--- config.mk ---
export PLATFORM = sky130hd
export DESIGN_NAME = flash_self_program_ctrl
export DESIGN_NICKNAME = d
export VERILOG_FILES = /design/src/inc/flash_self_program_pkg.sv /design/src/flash_self_program_ctrl.sv
export SDC_FILE = /design/constraint.sdc
export NUM_CORES = 1
export LEC_CHECK = 0
export ABC_AREA = 1
export BUFFER_PORTS_ARGS = -buffer_cell sky130_fd_sc_hd__buf_2
export CORE_MARGIN = 1
export CORE_UTILIZATION = 45
export DETAILED_ROUTE_END_ITERATION = 6
export PLACE_DENSITY = 0.76
export SYNTH_ARGS = -nofsm -noshare
export SYNTH_HDL_FRONTEND = slang
export SYNTH_SLANG_ARGS = --single-unit
--- constraint.sdc ---
create_clock -name core_clk -period 2.7 [get_ports core_clk]
set_input_delay 0.135 -clock core_clk [delete_from_list [all_inputs] [get_ports core_clk]]
set_output_delay 0.135 -clock core_clk [all_outputs]
set_load 0.1 [all_outputs]
--- src/inc/flash_self_program_pkg.sv ---
// Constants, field layouts and carrier types for the flash self-programming controller.
// Assumes a single 10 MHz core clock and a synchronous active-high reset.
package flash_self_program_pkg;

  // ----------------------------------------------------------------------
  // Register map and control field positions
  // ----------------------------------------------------------------------
  localparam logic [11:0] CTRL_OFFSET   = 12'h000;
  localparam int          ENABLE_BIT    = 0;
  localparam int          ERASE_BIT     = 1;
  localparam int          WRITE_BIT     = 2;
  localparam int          FUSE_BIT      = 3;
  localparam int          CLEAR_BIT     = 4;
  localparam int          SIG_BIT       = 5;
  localparam logic [7:0]  CTRL_RESET    = 8'h00;

  // ----------------------------------------------------------------------
  // Accepted command patterns, low six bits of the control register
  // ----------------------------------------------------------------------
  localparam logic [5:0]  CMD_NONE      = 6'h00;
  localparam logic [5:0]  CMD_LOAD      = 6'h01;
  localparam logic [5:0]  CMD_ERASE     = 6'h03;
  localparam logic [5:0]  CMD_WRITE     = 6'h05;
  localparam logic [5:0]  CMD_FUSE      = 6'h09;
  localparam logic [5:0]  CMD_CLEAR     = 6'h11;
  localparam logic [5:0]  CMD_SIG       = 6'h21;

  // ----------------------------------------------------------------------
  // Windows in core clock cycles
  // ----------------------------------------------------------------------
  localparam logic [2:0]  STORE_WINDOW  = 3'd4;
  localparam logic [2:0]  LOAD_WINDOW   = 3'd3;

  // ----------------------------------------------------------------------
  // Values returned for empty buffer words and out-of-range signature bytes
  // ----------------------------------------------------------------------
  localparam logic [15:0] ERASED_WORD   = 16'hFFFF;
  localparam logic [7:0]  RESERVED_BYTE = 8'h00;

  typedef enum logic [1:0] {
    OP_IDLE  = 2'b00,
    OP_ERASE = 2'b01,
    OP_WRITE = 2'b10
  } flashOp_t;

  // Request toward the flash array; page is the full pointer page field.
  typedef struct packed {
    logic        busy;
    logic        erase;
    logic        write;
    logic [15:0] page;
  } flashCmd_t;

  // Non-volatile configuration bytes, zero means programmed.
  typedef struct packed {
    logic [7:0] fuseLow;
    logic [7:0] lockBits;
    logic [7:0] fuseExt;
    logic [7:0] fuseHigh;
  } fuseBits_t;

endpackage

--- src/flash_self_program_ctrl.sv ---
// Self-programming controller: control register, temporary page buffer, erase/write sequencing.
// Assumes the CPU presents store and load strobes with the pointer and data pair, and that
// the flash array answers each erase or write with a one-cycle done pulse.
//
// Overview of operation
// - Erase pattern plus store erases pointer page.
// - Load pattern plus store fills buffer word.
// - Write pattern plus store programs buffer page.
// - CPU stalled throughout erase and write.
// - Buffer cleared after write, clear, reset.
// - EEPROM write start discards partial buffer.
// - Enable arms store four cycles, then clears.
// - Enable stays set until flash operation ends.
// - Erase/write bits clear on completion or timeout.
// - Enable alone: store writes word, ignoring bit zero.
// - Signature read within three loads; store ignored.
// - Fuse/lock read within three loads, pointer-selected.
// - Only seven patterns, zero included, are valid commands.
// - Bits seven and six read zero.
// - EEPROM busy blocks commands and fuse reads.
// - Pointer low bits word, high bits page.
// - Load addresses bytes using pointer bits 1:0 for fuses, 2:0 for signature.
// - Pointer one lock, zero low fuse.
// - Programmed fuse bits read zero.
`timescale 1ns/10ps
`default_nettype none

module flash_self_program_ctrl
  import flash_self_program_pkg::*;
#(
  parameter int WORD_BITS = 6,
  parameter int PAGE_BITS = 7,
  parameter int SIG_BYTES = 6
)(
  // Clock and reset
  input  wire logic                                       core_clk,
  input  wire logic                                       rst,
  // APB slave
  input  wire logic                                       psel,
  input  wire logic                                       penable,
  input  wire logic                                       pwrite,
  input  wire logic [11:0]                                paddr,
  input  wire logic [31:0]                                pwdata,
  output logic                                            pready,
  output logic                                            pslverr,
  output logic [31:0]                                     prdata,
  // CPU store and load instructions
  input  wire logic                                       storeReq,
  input  wire logic                                       loadReq,
  input  wire logic [15:0]                                pointer,
  input  wire logic [15:0]                                dataRegisterPair,
  output logic                                            cpuStall,
  output logic                                            loadValid,
  output logic [7:0]                                      loadData,
  // Neighbours
  input  wire logic                                       eepromWriteBusy,
  input  wire flash_self_program_pkg::fuseBits_t          fuseBits,
  input  wire logic [8*SIG_BYTES-1:0]                     signatureRow,
  // Flash array
  input  wire logic                                       flashDone,
  input  wire logic [WORD_BITS-1:0]                       flashBufAddr,
  output flash_self_program_pkg::flashCmd_t               flashCmd,
  output logic [15:0]                                     flashBufData
);
  import flash_self_program_pkg::*;

  localparam int WORDS = 1 << WORD_BITS;

  if (WORD_BITS < 1 || PAGE_BITS < 1 || WORD_BITS + PAGE_BITS > 15 || SIG_BYTES < 1 ||
      SIG_BYTES > 8)
  begin : g_bad_params
    $error("flash_self_program_ctrl: pointer fields or signature size out of range.");
  end

  // ----------------------------------------------------------------------
  // State
  // ----------------------------------------------------------------------
  logic [5:0]           ctrl_q, ctrl_d;
  logic [2:0]           armCnt_q, armCnt_d;
  flashOp_t             op_q, op_d;
  flashCmd_t            flashCmd_q;
  logic                 pready_q, pslverr_q;
  logic [31:0]          prdata_q;
  logic                 loadValid_q;
  logic [7:0]           loadData_q;
  logic [15:0]          bufData_q;
  logic                 eeBusy_q;
  logic [15:0]          bufMem [WORDS];
  logic [WORDS-1:0]     bufValid_q;

  // ----------------------------------------------------------------------
  // Decode
  // ----------------------------------------------------------------------
  wire logic                 apbDone    = psel & penable & pready_q;
  wire logic                 apbSetup   = psel & ~penable & ~pready_q;
  wire logic                 addrHit    = (paddr == CTRL_OFFSET);
  wire logic [5:0]           wrCmd      = pwdata[5:0];
  wire logic                 wrValid    = (wrCmd == CMD_LOAD) | (wrCmd == CMD_ERASE) |
                                          (wrCmd == CMD_WRITE) | (wrCmd == CMD_FUSE) |
                                          (wrCmd == CMD_CLEAR) | (wrCmd == CMD_SIG) |
                                          (wrCmd == CMD_NONE);
  // A control write is dropped while the EEPROM programs, so the window never opens.
  wire logic                 ctrlWrite  = apbDone & pwrite & addrHit & wrValid &
                                          ~eepromWriteBusy & (op_q == OP_IDLE);
  wire logic                 idle       = (op_q == OP_IDLE);
  wire logic                 storeWin   = idle & ctrl_q[ENABLE_BIT] & (armCnt_q != 3'd0);
  wire logic                 loadWin    = idle & ctrl_q[ENABLE_BIT] &
                                          (armCnt_q > STORE_WINDOW - LOAD_WINDOW);
  wire logic                 storeTake  = storeReq & storeWin & ~eepromWriteBusy;
  wire logic                 sigTake    = loadReq & loadWin & (ctrl_q == CMD_SIG);
  wire logic                 fuseTake   = loadReq & loadWin & (ctrl_q == CMD_FUSE) &
                                          ~eepromWriteBusy;
  wire logic                 startErase = storeTake & (ctrl_q == CMD_ERASE);
  wire logic                 startWrite = storeTake & (ctrl_q == CMD_WRITE);
  wire logic                 bufLoad    = storeTake & (ctrl_q == CMD_LOAD);
  // Word field skips pointer bit zero; page field sits just above it.
  wire logic [WORD_BITS-1:0] wordSel    = pointer[WORD_BITS:1];
  wire logic [PAGE_BITS-1:0] pageSel    = pointer[WORD_BITS+PAGE_BITS:WORD_BITS+1];
  wire logic                 eeStart    = eepromWriteBusy & ~eeBusy_q & (|bufValid_q);
  wire logic                 opDone     = ~idle & flashDone;
  wire logic                 bufClear   = (ctrlWrite & (wrCmd == CMD_CLEAR)) |
                                          (opDone & (op_q == OP_WRITE)) | eeStart;
  wire logic [7:0]           ctrlRead   = {2'b00, ctrl_q};
  wire logic [7:0]           fuseByte   = (pointer[1:0] == 2'd0) ? fuseBits.fuseLow  :
                                          (pointer[1:0] == 2'd1) ? fuseBits.lockBits :
                                          (pointer[1:0] == 2'd2) ? fuseBits.fuseExt  :
                                                                   fuseBits.fuseHigh;
  wire logic                 sigInRange = (int'(pointer[2:0]) < SIG_BYTES) &
                                          (pointer[15:3] == 13'd0);
  wire logic [7:0]           sigByte    = sigInRange ? signatureRow[8*pointer[2:0] +: 8] :
                                                       RESERVED_BYTE;

  // ----------------------------------------------------------------------
  // Control register and sequencer
  // ----------------------------------------------------------------------
  always_comb
  begin
    ctrl_d   = ctrl_q;
    armCnt_d = (armCnt_q != 3'd0 && idle) ? armCnt_q - 3'd1 : armCnt_q;
    op_d     = op_q;
    unique case (op_q)
      OP_IDLE:
      begin
        if (ctrlWrite)
        begin
          ctrl_d   = wrCmd;
          armCnt_d = STORE_WINDOW;
        end
        else if (startErase || startWrite)
        begin
          op_d = startErase ? OP_ERASE : OP_WRITE;
        end
        else if (storeTake || sigTake || fuseTake || armCnt_q == 3'd1)
        begin
          ctrl_d   = CMD_NONE;
          armCnt_d = 3'd0;
        end
      end
      OP_ERASE, OP_WRITE:
      begin
        if (flashDone)
        begin
          op_d     = OP_IDLE;
          ctrl_d   = CMD_NONE;
          armCnt_d = 3'd0;
        end
      end
      default:
      begin
        op_d = OP_IDLE;
      end
    endcase
  end

  always_ff @(posedge core_clk)
  begin
    if (rst)
    begin
      ctrl_q   <= CTRL_RESET[5:0];
      armCnt_q <= 3'd0;
      op_q     <= OP_IDLE;
      flashCmd_q <= '0;
      eeBusy_q <= 1'b0;
    end
    else
    begin
      ctrl_q   <= ctrl_d;
      armCnt_q <= armCnt_d;
      op_q     <= op_d;
      eeBusy_q <= eepromWriteBusy;
      flashCmd_q <= {(op_d != OP_IDLE), (op_d == OP_ERASE), (op_d == OP_WRITE),
                     ((idle && op_d != OP_IDLE) ? 16'(pageSel) : flashCmd_q.page)};
    end
  end

  // ----------------------------------------------------------------------
  // Temporary page buffer
  // ----------------------------------------------------------------------
  // Clearing by a valid map avoids a whole-array wipe; empty words read as erased.
  genvar gi;
  for (gi = 0; gi < WORDS; gi++)
  begin : g_buf
    always_ff @(posedge core_clk)
    begin
      if (rst)
      begin
        bufValid_q[gi] <= 1'b0;
      end
      else if (bufLoad && wordSel == WORD_BITS'(gi))
      begin
        bufValid_q[gi] <= 1'b1;
      end
      else if (bufClear)
      begin
        bufValid_q[gi] <= 1'b0;
      end
    end
  end

  always_ff @(posedge core_clk)
  begin
    if (bufLoad)
    begin
      bufMem[wordSel] <= dataRegisterPair;
    end
  end

  always_ff @(posedge core_clk)
  begin
    if (rst)
    begin
      bufData_q <= ERASED_WORD;
    end
    else
    begin
      bufData_q <= bufValid_q[flashBufAddr] ? bufMem[flashBufAddr] : ERASED_WORD;
    end
  end

  // ----------------------------------------------------------------------
  // Load answers and APB slave
  // ----------------------------------------------------------------------
  always_ff @(posedge core_clk)
  begin
    if (rst)
    begin
      loadValid_q <= 1'b0;
      loadData_q  <= 8'h00;
      pready_q    <= 1'b0;
      pslverr_q   <= 1'b0;
      prdata_q    <= 32'h0000_0000;
    end
    else
    begin
      loadValid_q <= sigTake | fuseTake;
      loadData_q  <= sigTake ? sigByte : (fuseTake ? fuseByte : 8'h00);
      pready_q    <= apbSetup;
      pslverr_q   <= apbSetup & ~addrHit;
      prdata_q    <= (apbSetup && addrHit && !pwrite) ? {24'h00_0000, ctrlRead} :
                                                        32'h0000_0000;
    end
  end

  // ----------------------------------------------------------------------
  // Outputs
  // ----------------------------------------------------------------------
  assign pready          = pready_q;
  assign pslverr         = pslverr_q;
  assign prdata          = prdata_q;
  assign cpuStall        = flashCmd_q.busy;
  assign loadValid       = loadValid_q;
  assign loadData        = loadData_q;
  assign flashCmd        = flashCmd_q;
  assign flashBufData    = bufData_q;

  // ----------------------------------------------------------------------
  // Assertions
  // ----------------------------------------------------------------------
  property p_erase_start;
    @(posedge core_clk) disable iff (rst)
      startErase |=> flashCmd.erase && cpuStall && flashCmd.page == 16'($past(pageSel));
  endproperty
  a_erase_start: assert property (p_erase_start) else $error("Erase did not start.");
  property p_write_start;
    @(posedge core_clk) disable iff (rst)
      startWrite |=> flashCmd.write && flashCmd.busy;
  endproperty
  a_write_start: assert property (p_write_start) else $error("Write did not start.");
  property p_buf_load;
    @(posedge core_clk) disable iff (rst)
      bufLoad |=> bufValid_q[$past(wordSel)];
  endproperty
  a_buf_load: assert property (p_buf_load) else $error("Buffer word not marked loaded.");
  property p_stall_hold;
    @(posedge core_clk) disable iff (rst)
      (cpuStall && !flashDone) |=> cpuStall && ctrl_q[ENABLE_BIT];
  endproperty
  a_stall_hold: assert property (p_stall_hold) else $error("Stall or enable dropped early.");
  property p_write_clears;
    @(posedge core_clk) disable iff (rst)
      (flashCmd.write && flashDone) |=> bufValid_q == '0 && !cpuStall && ctrl_q == CMD_NONE;
  endproperty
  a_write_clears: assert property (p_write_clears) else $error("Write end not clean.");
  property p_timeout;
    @(posedge core_clk) disable iff (rst)
      (ctrlWrite && wrCmd != CMD_NONE) ##1 (!storeReq && !loadReq)[*4] |=> ctrl_q == CMD_NONE;
  endproperty
  a_timeout: assert property (p_timeout) else $error("Arm window did not expire.");
  property p_ee_discard;
    @(posedge core_clk) disable iff (rst)
      $rose(eepromWriteBusy) |=> bufValid_q == '0;
  endproperty
  a_ee_discard: assert property (p_ee_discard) else $error("EEPROM start kept buffer.");
  // Only a disarmed register is judged, since an armed one may time out in the same cycle.
  property p_invalid_cmd;
    @(posedge core_clk) disable iff (rst)
      (apbDone && pwrite && !wrValid && idle && armCnt_q == 3'd0) |=> $stable(ctrl_q);
  endproperty
  a_invalid_cmd: assert property (p_invalid_cmd) else $error("Invalid pattern accepted.");
  property p_fuse_answer;
    @(posedge core_clk) disable iff (rst)
      fuseTake |=> loadValid && loadData == $past(fuseByte) && ctrl_q == CMD_NONE;
  endproperty
  a_fuse_answer: assert property (p_fuse_answer) else $error("Fuse read wrong.");
  property p_ee_block;
    @(posedge core_clk) disable iff (rst)
      (eepromWriteBusy && idle) |=> !cpuStall && (!loadValid || $past(ctrl_q) != CMD_FUSE);
  endproperty
  a_ee_block: assert property (p_ee_block) else $error("Command taken during EEPROM write.");

endmodule // flash_self_program_ctrl

`default_nettype wire

* Yosys cells after proc, flatten, opt, wreduce, memory -nomap -nowiden
Memory sizes are Yosys's and may differ from the RTL's. A register that Yosys moved wholly into a read port is not among the register bits. Index checks and enable logic that the tools add are counted.
Word-level totals: RAM bits 1024, word-level logic and storage cells 455, input bits 171, memories 1, register bits 129
Memories:
- bufMem | words 64, bits a word 16, read ports 1, clocked after memory_dff 1, write ports 1, line flash_self_program_ctrl.sv:88 | logic [15:0] bufMem [WORDS];
Operators by class: equal/unequal tests 84, add/subtract/negate cells 1, order comparisons 3, muxes and demuxes 91, reduce and logical (&&, ||, !) cells 151, bitwise operators 45, shift operators 1
Operators by type and width (number):
- $eq A6 B6 Y1 const B | 34
- $reduce_bool A2 Y1 | 66
- $eq A6 B5 Y1 const B | 17
- $logic_and A1 B1 Y1 | 68
- $mux W1 | 68
- $reduce_or A64 Y1 | 1
- $eq A6 B4 Y1 const B | 10
- $mux W8 | 6
- $shiftx A48 B7 Y8 | 1
- $eq A6 B3 Y1 const B | 6
- $and A1 B1 Y1 | 28
- $eq A6 B2 Y1 const B | 4
- $mux W6 | 4
- $eq A6 B1 Y1 const B | 3
- $mux W3 | 5
- $logic_not A13 Y1 | 1
- $logic_not A12 Y1 | 1
- $logic_not A6 Y1 | 2
- $pmux W6 S2 | 1
- $or A1 B1 Y1 | 9
- $mux W2 | 4
- $not A1 Y1 | 8
- $lt A6 B7 Y1 const B | 1
- $bmux W1 S6 | 1
- other kinds (17) | 27

* Longest topological paths before layout
depth after elaboration 15, gate-level depth with buffers 18

* Worst setup path before layout
No wires, ideal clock.
path type register to register, from reg op_q[0], to mem bufMem[10][0], enable pin, clock period less this slack 2.775 ns, stages on the path, launching flop included 12, data arrival time 2.386 ns, setup slack -0.075 ns, data required time 2.312 ns, cell sequence dfxtp_1 -> inv_1 -> ha_1 -> nand2_1 -> inv_2 -> nand4_4 -> nor3_2 -> inv_2 -> buf_2 -> nor3_2 -> nand2_1 -> nor2_1
Between the ends: cells in the longest elaborated chain, start to end 8
Ends and longest elaborated chain:
- from (decl) | line flash_self_program_ctrl.sv:80 | flashOp_t op_q, op_d;
- from (signal assigned) | line flash_self_program_ctrl.sv:189 | op_q <= op_d;
- $logic_not A2 Y1 | line flash_self_program_ctrl.sv:105 | wire logic idle = (op_q == OP_IDLE);
- $and A1 B1 Y1 (2 in series) | line flash_self_program_ctrl.sv:106 | wire logic storeWin = idle & ctrl_q[ENABLE_BIT] & (armCnt_q != 3'd0);
- $and A1 B1 Y1 (2 in series) | line flash_self_program_ctrl.sv:109 | wire logic storeTake = storeReq & storeWin & ~eepromWriteBusy;
- $and A1 B1 Y1 | line flash_self_program_ctrl.sv:115 | wire logic bufLoad = storeTake & (ctrl_q == CMD_LOAD);
- $mux W1 | line flash_self_program_ctrl.sv:222 | if (bufLoad)
- $mux W1 (not written as such) | line flash_self_program_ctrl.sv:224 | bufMem[wordSel] <= dataRegisterPair;
- to (decl) | line flash_self_program_ctrl.sv:88
No other way between the ends.

* Worst setup path in the final report
from reg op_q[0], to mem bufMem[41][10], enable pin
The elaborated chain is that of the path after synthesis.

==> impl_summary.log <==
[metrics] die area: 106,000 sq um
[metrics] setup clock skew after layout: 67.4 ps
[metrics] CP Launch Type: flip-flop
[metrics] Crit path required time: 3110 ps
[metrics] total negative setup slack: -1690 ps
[metrics] placeable core region: 103,000 sq um
[metrics] post-route worst setup slack: -37.0 ps
[metrics] gp weighted congestion: 0.902
[metrics] result of the run: finished, violations left
[metrics] number of endpoints with negative hold slack in the final report: 0
[metrics] total routing resource utilization after global routing: 0.244
[metrics] setup slack of the worst register-to-register path: -40 ps
[metrics] sequential fraction of the synthesis area: 0.705
[metrics] EDFF count, synth: 1,024
[metrics] Highest Clock Rate: 365 MHz
[metrics] number of global-route vias before repair: 32.6k
[metrics] level count of the clock H-tree: 3
[metrics] Critical-path top delay cell: sky130_fd_sc_hd__nand2_1
[metrics] detailed-routing iteration count for the pre-antenna-repair pass: 7
[metrics] routed vias/inst: 5.93
[metrics] count of antenna-violating nets left after detailed routing: 0
[metrics] Crit path buffers/inverters: 4
[metrics] Diodes inserted: 0
[metrics] layout net count: 4,487
[metrics] clock root buffer master: sky130_fd_sc_hd__clkbuf_16
[metrics] violations in the final reports: design-rule violations, negative setup slack
[metrics] die height: 325 microns
[metrics] Synthesis Warnings: 0
[metrics] overall routed net length: 133,000 microns
[metrics] Routed wire per std cell: 22.9 microns
[metrics] number of violations of the max-capacitance limit: 0
[metrics] fin. max-slew vios: 0
[metrics] Congestion Overflow GR: 0
[metrics] Inserted Clock Buffers: 111
[metrics] Critical Path End Type: flip-flop
[metrics] post-route DRC violation count: 2
[metrics] dominant delay contributor by cell family on the critical path: simple AND/OR/NAND/NOR gates
[metrics] global-route met3 utilization: 0.0516
[metrics] most used cells in the layout excluding fill and tap cells: 1,024 x sky130_fd_sc_hd__edfxtp_1, 863 x sky130_fd_sc_hd__nor2_1, 630 x sky130_fd_sc_hd__o21ai_0
[metrics] Synth async-reset ratio: 0
[metrics] wire length of the first global-routing pass: 197,000 microns
[metrics] crit-path cells: inv_1, ha_1, nand2_1, inv_2, nand4_4, nor3_2, inv_2, nor3_2, nand2_1, nor2_1, buf_12
[metrics] actual transition at the worst max-transition pin: 973 ps
[metrics] most instantiated flip-flop cell in the synthesis netlist: sky130_fd_sc_hd__edfxtp_1
[metrics] instance count on the critical path: 11
[metrics] layout cell share with drive strength beyond 1: 0.141
[metrics] largest stage delay on the critical path: 370 ps
[metrics] max_slew headroom: 0.350
[metrics] cell area after synthesis: 47,000 sq um
[metrics] busiest layer in global routing: met2
[metrics] ratio of final minimum period to clock period: 1.01
[metrics] number of standard cells after synthesis: 4,036
[metrics] met1 Usage GRT: 0.320
[metrics] number of fill cells: 8,250
[metrics] number of rows in the core area: 118
[metrics] most frequent standard cell in the layout excluding fill and tap cells: sky130_fd_sc_hd__edfxtp_1
[metrics] crit path kind: reg -> reg
[metrics] CTS tree: built
[metrics] highest net fanout along the worst path: 16
[metrics] min Tclk post-route: 2740 ps
[metrics] average instance area after synthesis: 11.6 sq um
[metrics] largest buffer count on any clock path: 3
[metrics] Chip Width: 325 microns
[metrics] count of cells along the worst hold path: 1
[metrics] min-delay worst type: in -> reg
[metrics] static leakage: 18.5 nW
[metrics] buffers added on ports: 188
[metrics] power after layout: 38.6 mW
[metrics] clock transition time at the flip-flop clock pins of the worst setup and hold paths: 60 ps
[metrics] Pwr Density: 701 nW/um^2
[metrics] crit path DAT: 3150 ps
[metrics] synth unique cells: 48
[metrics] initial core utilization: 0.454
[metrics] Reg2Reg Depth: 11
[metrics] worst slack on hold paths: 0.694 ps
[metrics] area added between synthesis and finish: 17.1%
[metrics] Clock Latency Late Sink: 710 ps
[metrics] Setup violations, final: 111
[metrics] number of antenna violations at the first check in global routing: 3
[metrics] unrepaired setup endpoints after global routing: true
[metrics] worst vdd rail ir drop: 0.635 mV
[metrics] vias: 34.3k
[metrics] maximum number of pins on one net before global-route repair: 131
[metrics] count of routing violations after the opening detailed-route iteration: 4,503
[metrics] Boundary Pins: 250
[metrics] detailed placer's ending HPWL: 79,900 microns
[metrics] met2 Track Usage GR: 0.391
[metrics] sink count of the clock tree: 1,143
[metrics] number of storage elements in the synthesis netlist: 1,143
==> Yosys cell counts, drive strengths merged (2+ instances only) <==
master,instances,area share
a21oi,113,0.012
a221oi,7,0.0013
buf,152,0.022
clkbuf,165,0.013
clkinv,4,0.00032
dfxtp,119,0.051
edfxtp,1024,0.65
ha,6,0.0016
inv,60,0.0048
nand2,271,0.022
nand3,159,0.019
nand4,12,0.0020
nor2,874,0.070
nor3,16,0.0027
nor3b,2,0.00056
nor4,20,0.0039
o211ai,8,0.0013
o21a,3,0.00048
o21ai,730,0.078
o221ai,15,0.0029
o22ai,269,0.036
==> logic make-up (layout without fill, tap and decap cells) <==
kind of cell	count (synthesis)	count (layout)	share of synthesized area
adders and majority gates	6	6	0.00160
xor gates and xnor gates	1	1	0.000186
DFF	1143	1143	0.705
other	1	35	0.0000798
and+or+nand+nor	1356	1356	0.121
AOI/OAI and AO/OA	1148	1148	0.132
buffers and inverters	381	717	0.0399
==> per-layer routing <==
| layer | wire length [microns] | share of wire | vias up |
|---|---|---|---|
| met5 | 17 | 0.00013 | - |
| li1 | - | - | 15200 |
| met2 | 61400 | 0.46 | 2299 |
| met1 | 49700 | 0.37 | 16500 |
| met3 | 15400 | 0.12 | 366 |
| met4 | 6150 | 0.046 | 2 |
==> per-stage QoR <==
| stage | instance area [sq um] | util | instances | setup slack (ps) |
|---|---|---|---|---|
| floorplan | 47100 | - | 4070 | -74.6 |
| global placement | 50500 | 0.488 | 5513 | 51.0 |
| detailed placement | 50500 | 0.488 | 5513 | -24.0 |
| CTS | 55000 | 0.532 | 5785 | 8.24 |
| global route | 55000 | 0.532 | 5786 | -108 |
| finish | 55000 | 0.532 | 5786 | -37.0 |
==> registers in the layout, indices dropped and copies added, names as in the netlist, 2 cells and up <==
name          cells
loadData          8
op_q              2
flashCmd          9
armCnt_q          3
bufMem         1024
ctrl_q            6
bufValid_q       64
prdata            6
flashBufData     16
==> repair_timing <==
action | CTS | global route
setup buffers | 0 | 1
hold buffers | 63 | 0
endpoints found under the setup margin | 0 | 632
resized for setup | 0 | 3
hold endpoints to repair | 196 | 0
==> final cells by class <==
cell class | count | area [sq um] | area share
Clock buffer | 148 | 3060 | 0.0556
Clock inverter | 61 | 802 | 0.0146
Sequential cell | 1143 | 33100 | 0.602
Tap cell | 1380 | 1730 | 0.0314
Inverter | 64 | 264 | 0.00480
Multi-Input combinational cell | 2546 | 12100 | 0.220
Timing Repair Buffer | 444 | 3930 | 0.0714
==> worst register-to-register path, stage by stage, from the launching register on <==
cell	delay (ps)
sky130_fd_sc_hd__dfxtp_1	340
sky130_fd_sc_hd__inv_1	120
sky130_fd_sc_hd__ha_1	190
sky130_fd_sc_hd__nand2_1	70
sky130_fd_sc_hd__inv_2	90
sky130_fd_sc_hd__nand4_4	110
sky130_fd_sc_hd__nor3_2	190
sky130_fd_sc_hd__inv_2	170
sky130_fd_sc_hd__nor3_2	360
sky130_fd_sc_hd__nand2_1	370
sky130_fd_sc_hd__nor2_1	320
sky130_fd_sc_hd__buf_12	200
==> power breakdown <==
part           switching (mW)  internal [mW]
clock                    6.72           9.54
combinational            2.25          0.790
sequential             0.0185           19.3
==> final timing paths <==
kind / from / end
worst min-delay path: dataRegisterPair[1] / bufMem[19][1]
worst max-delay path: op_q[0] / bufMem[41][10]
worst max register to register: op_q[0] / bufMem[41][10]
worst min register to register: flashCmd[6] / flashCmd[6]
Note: power is estimated with default switching activity, not from simulation.
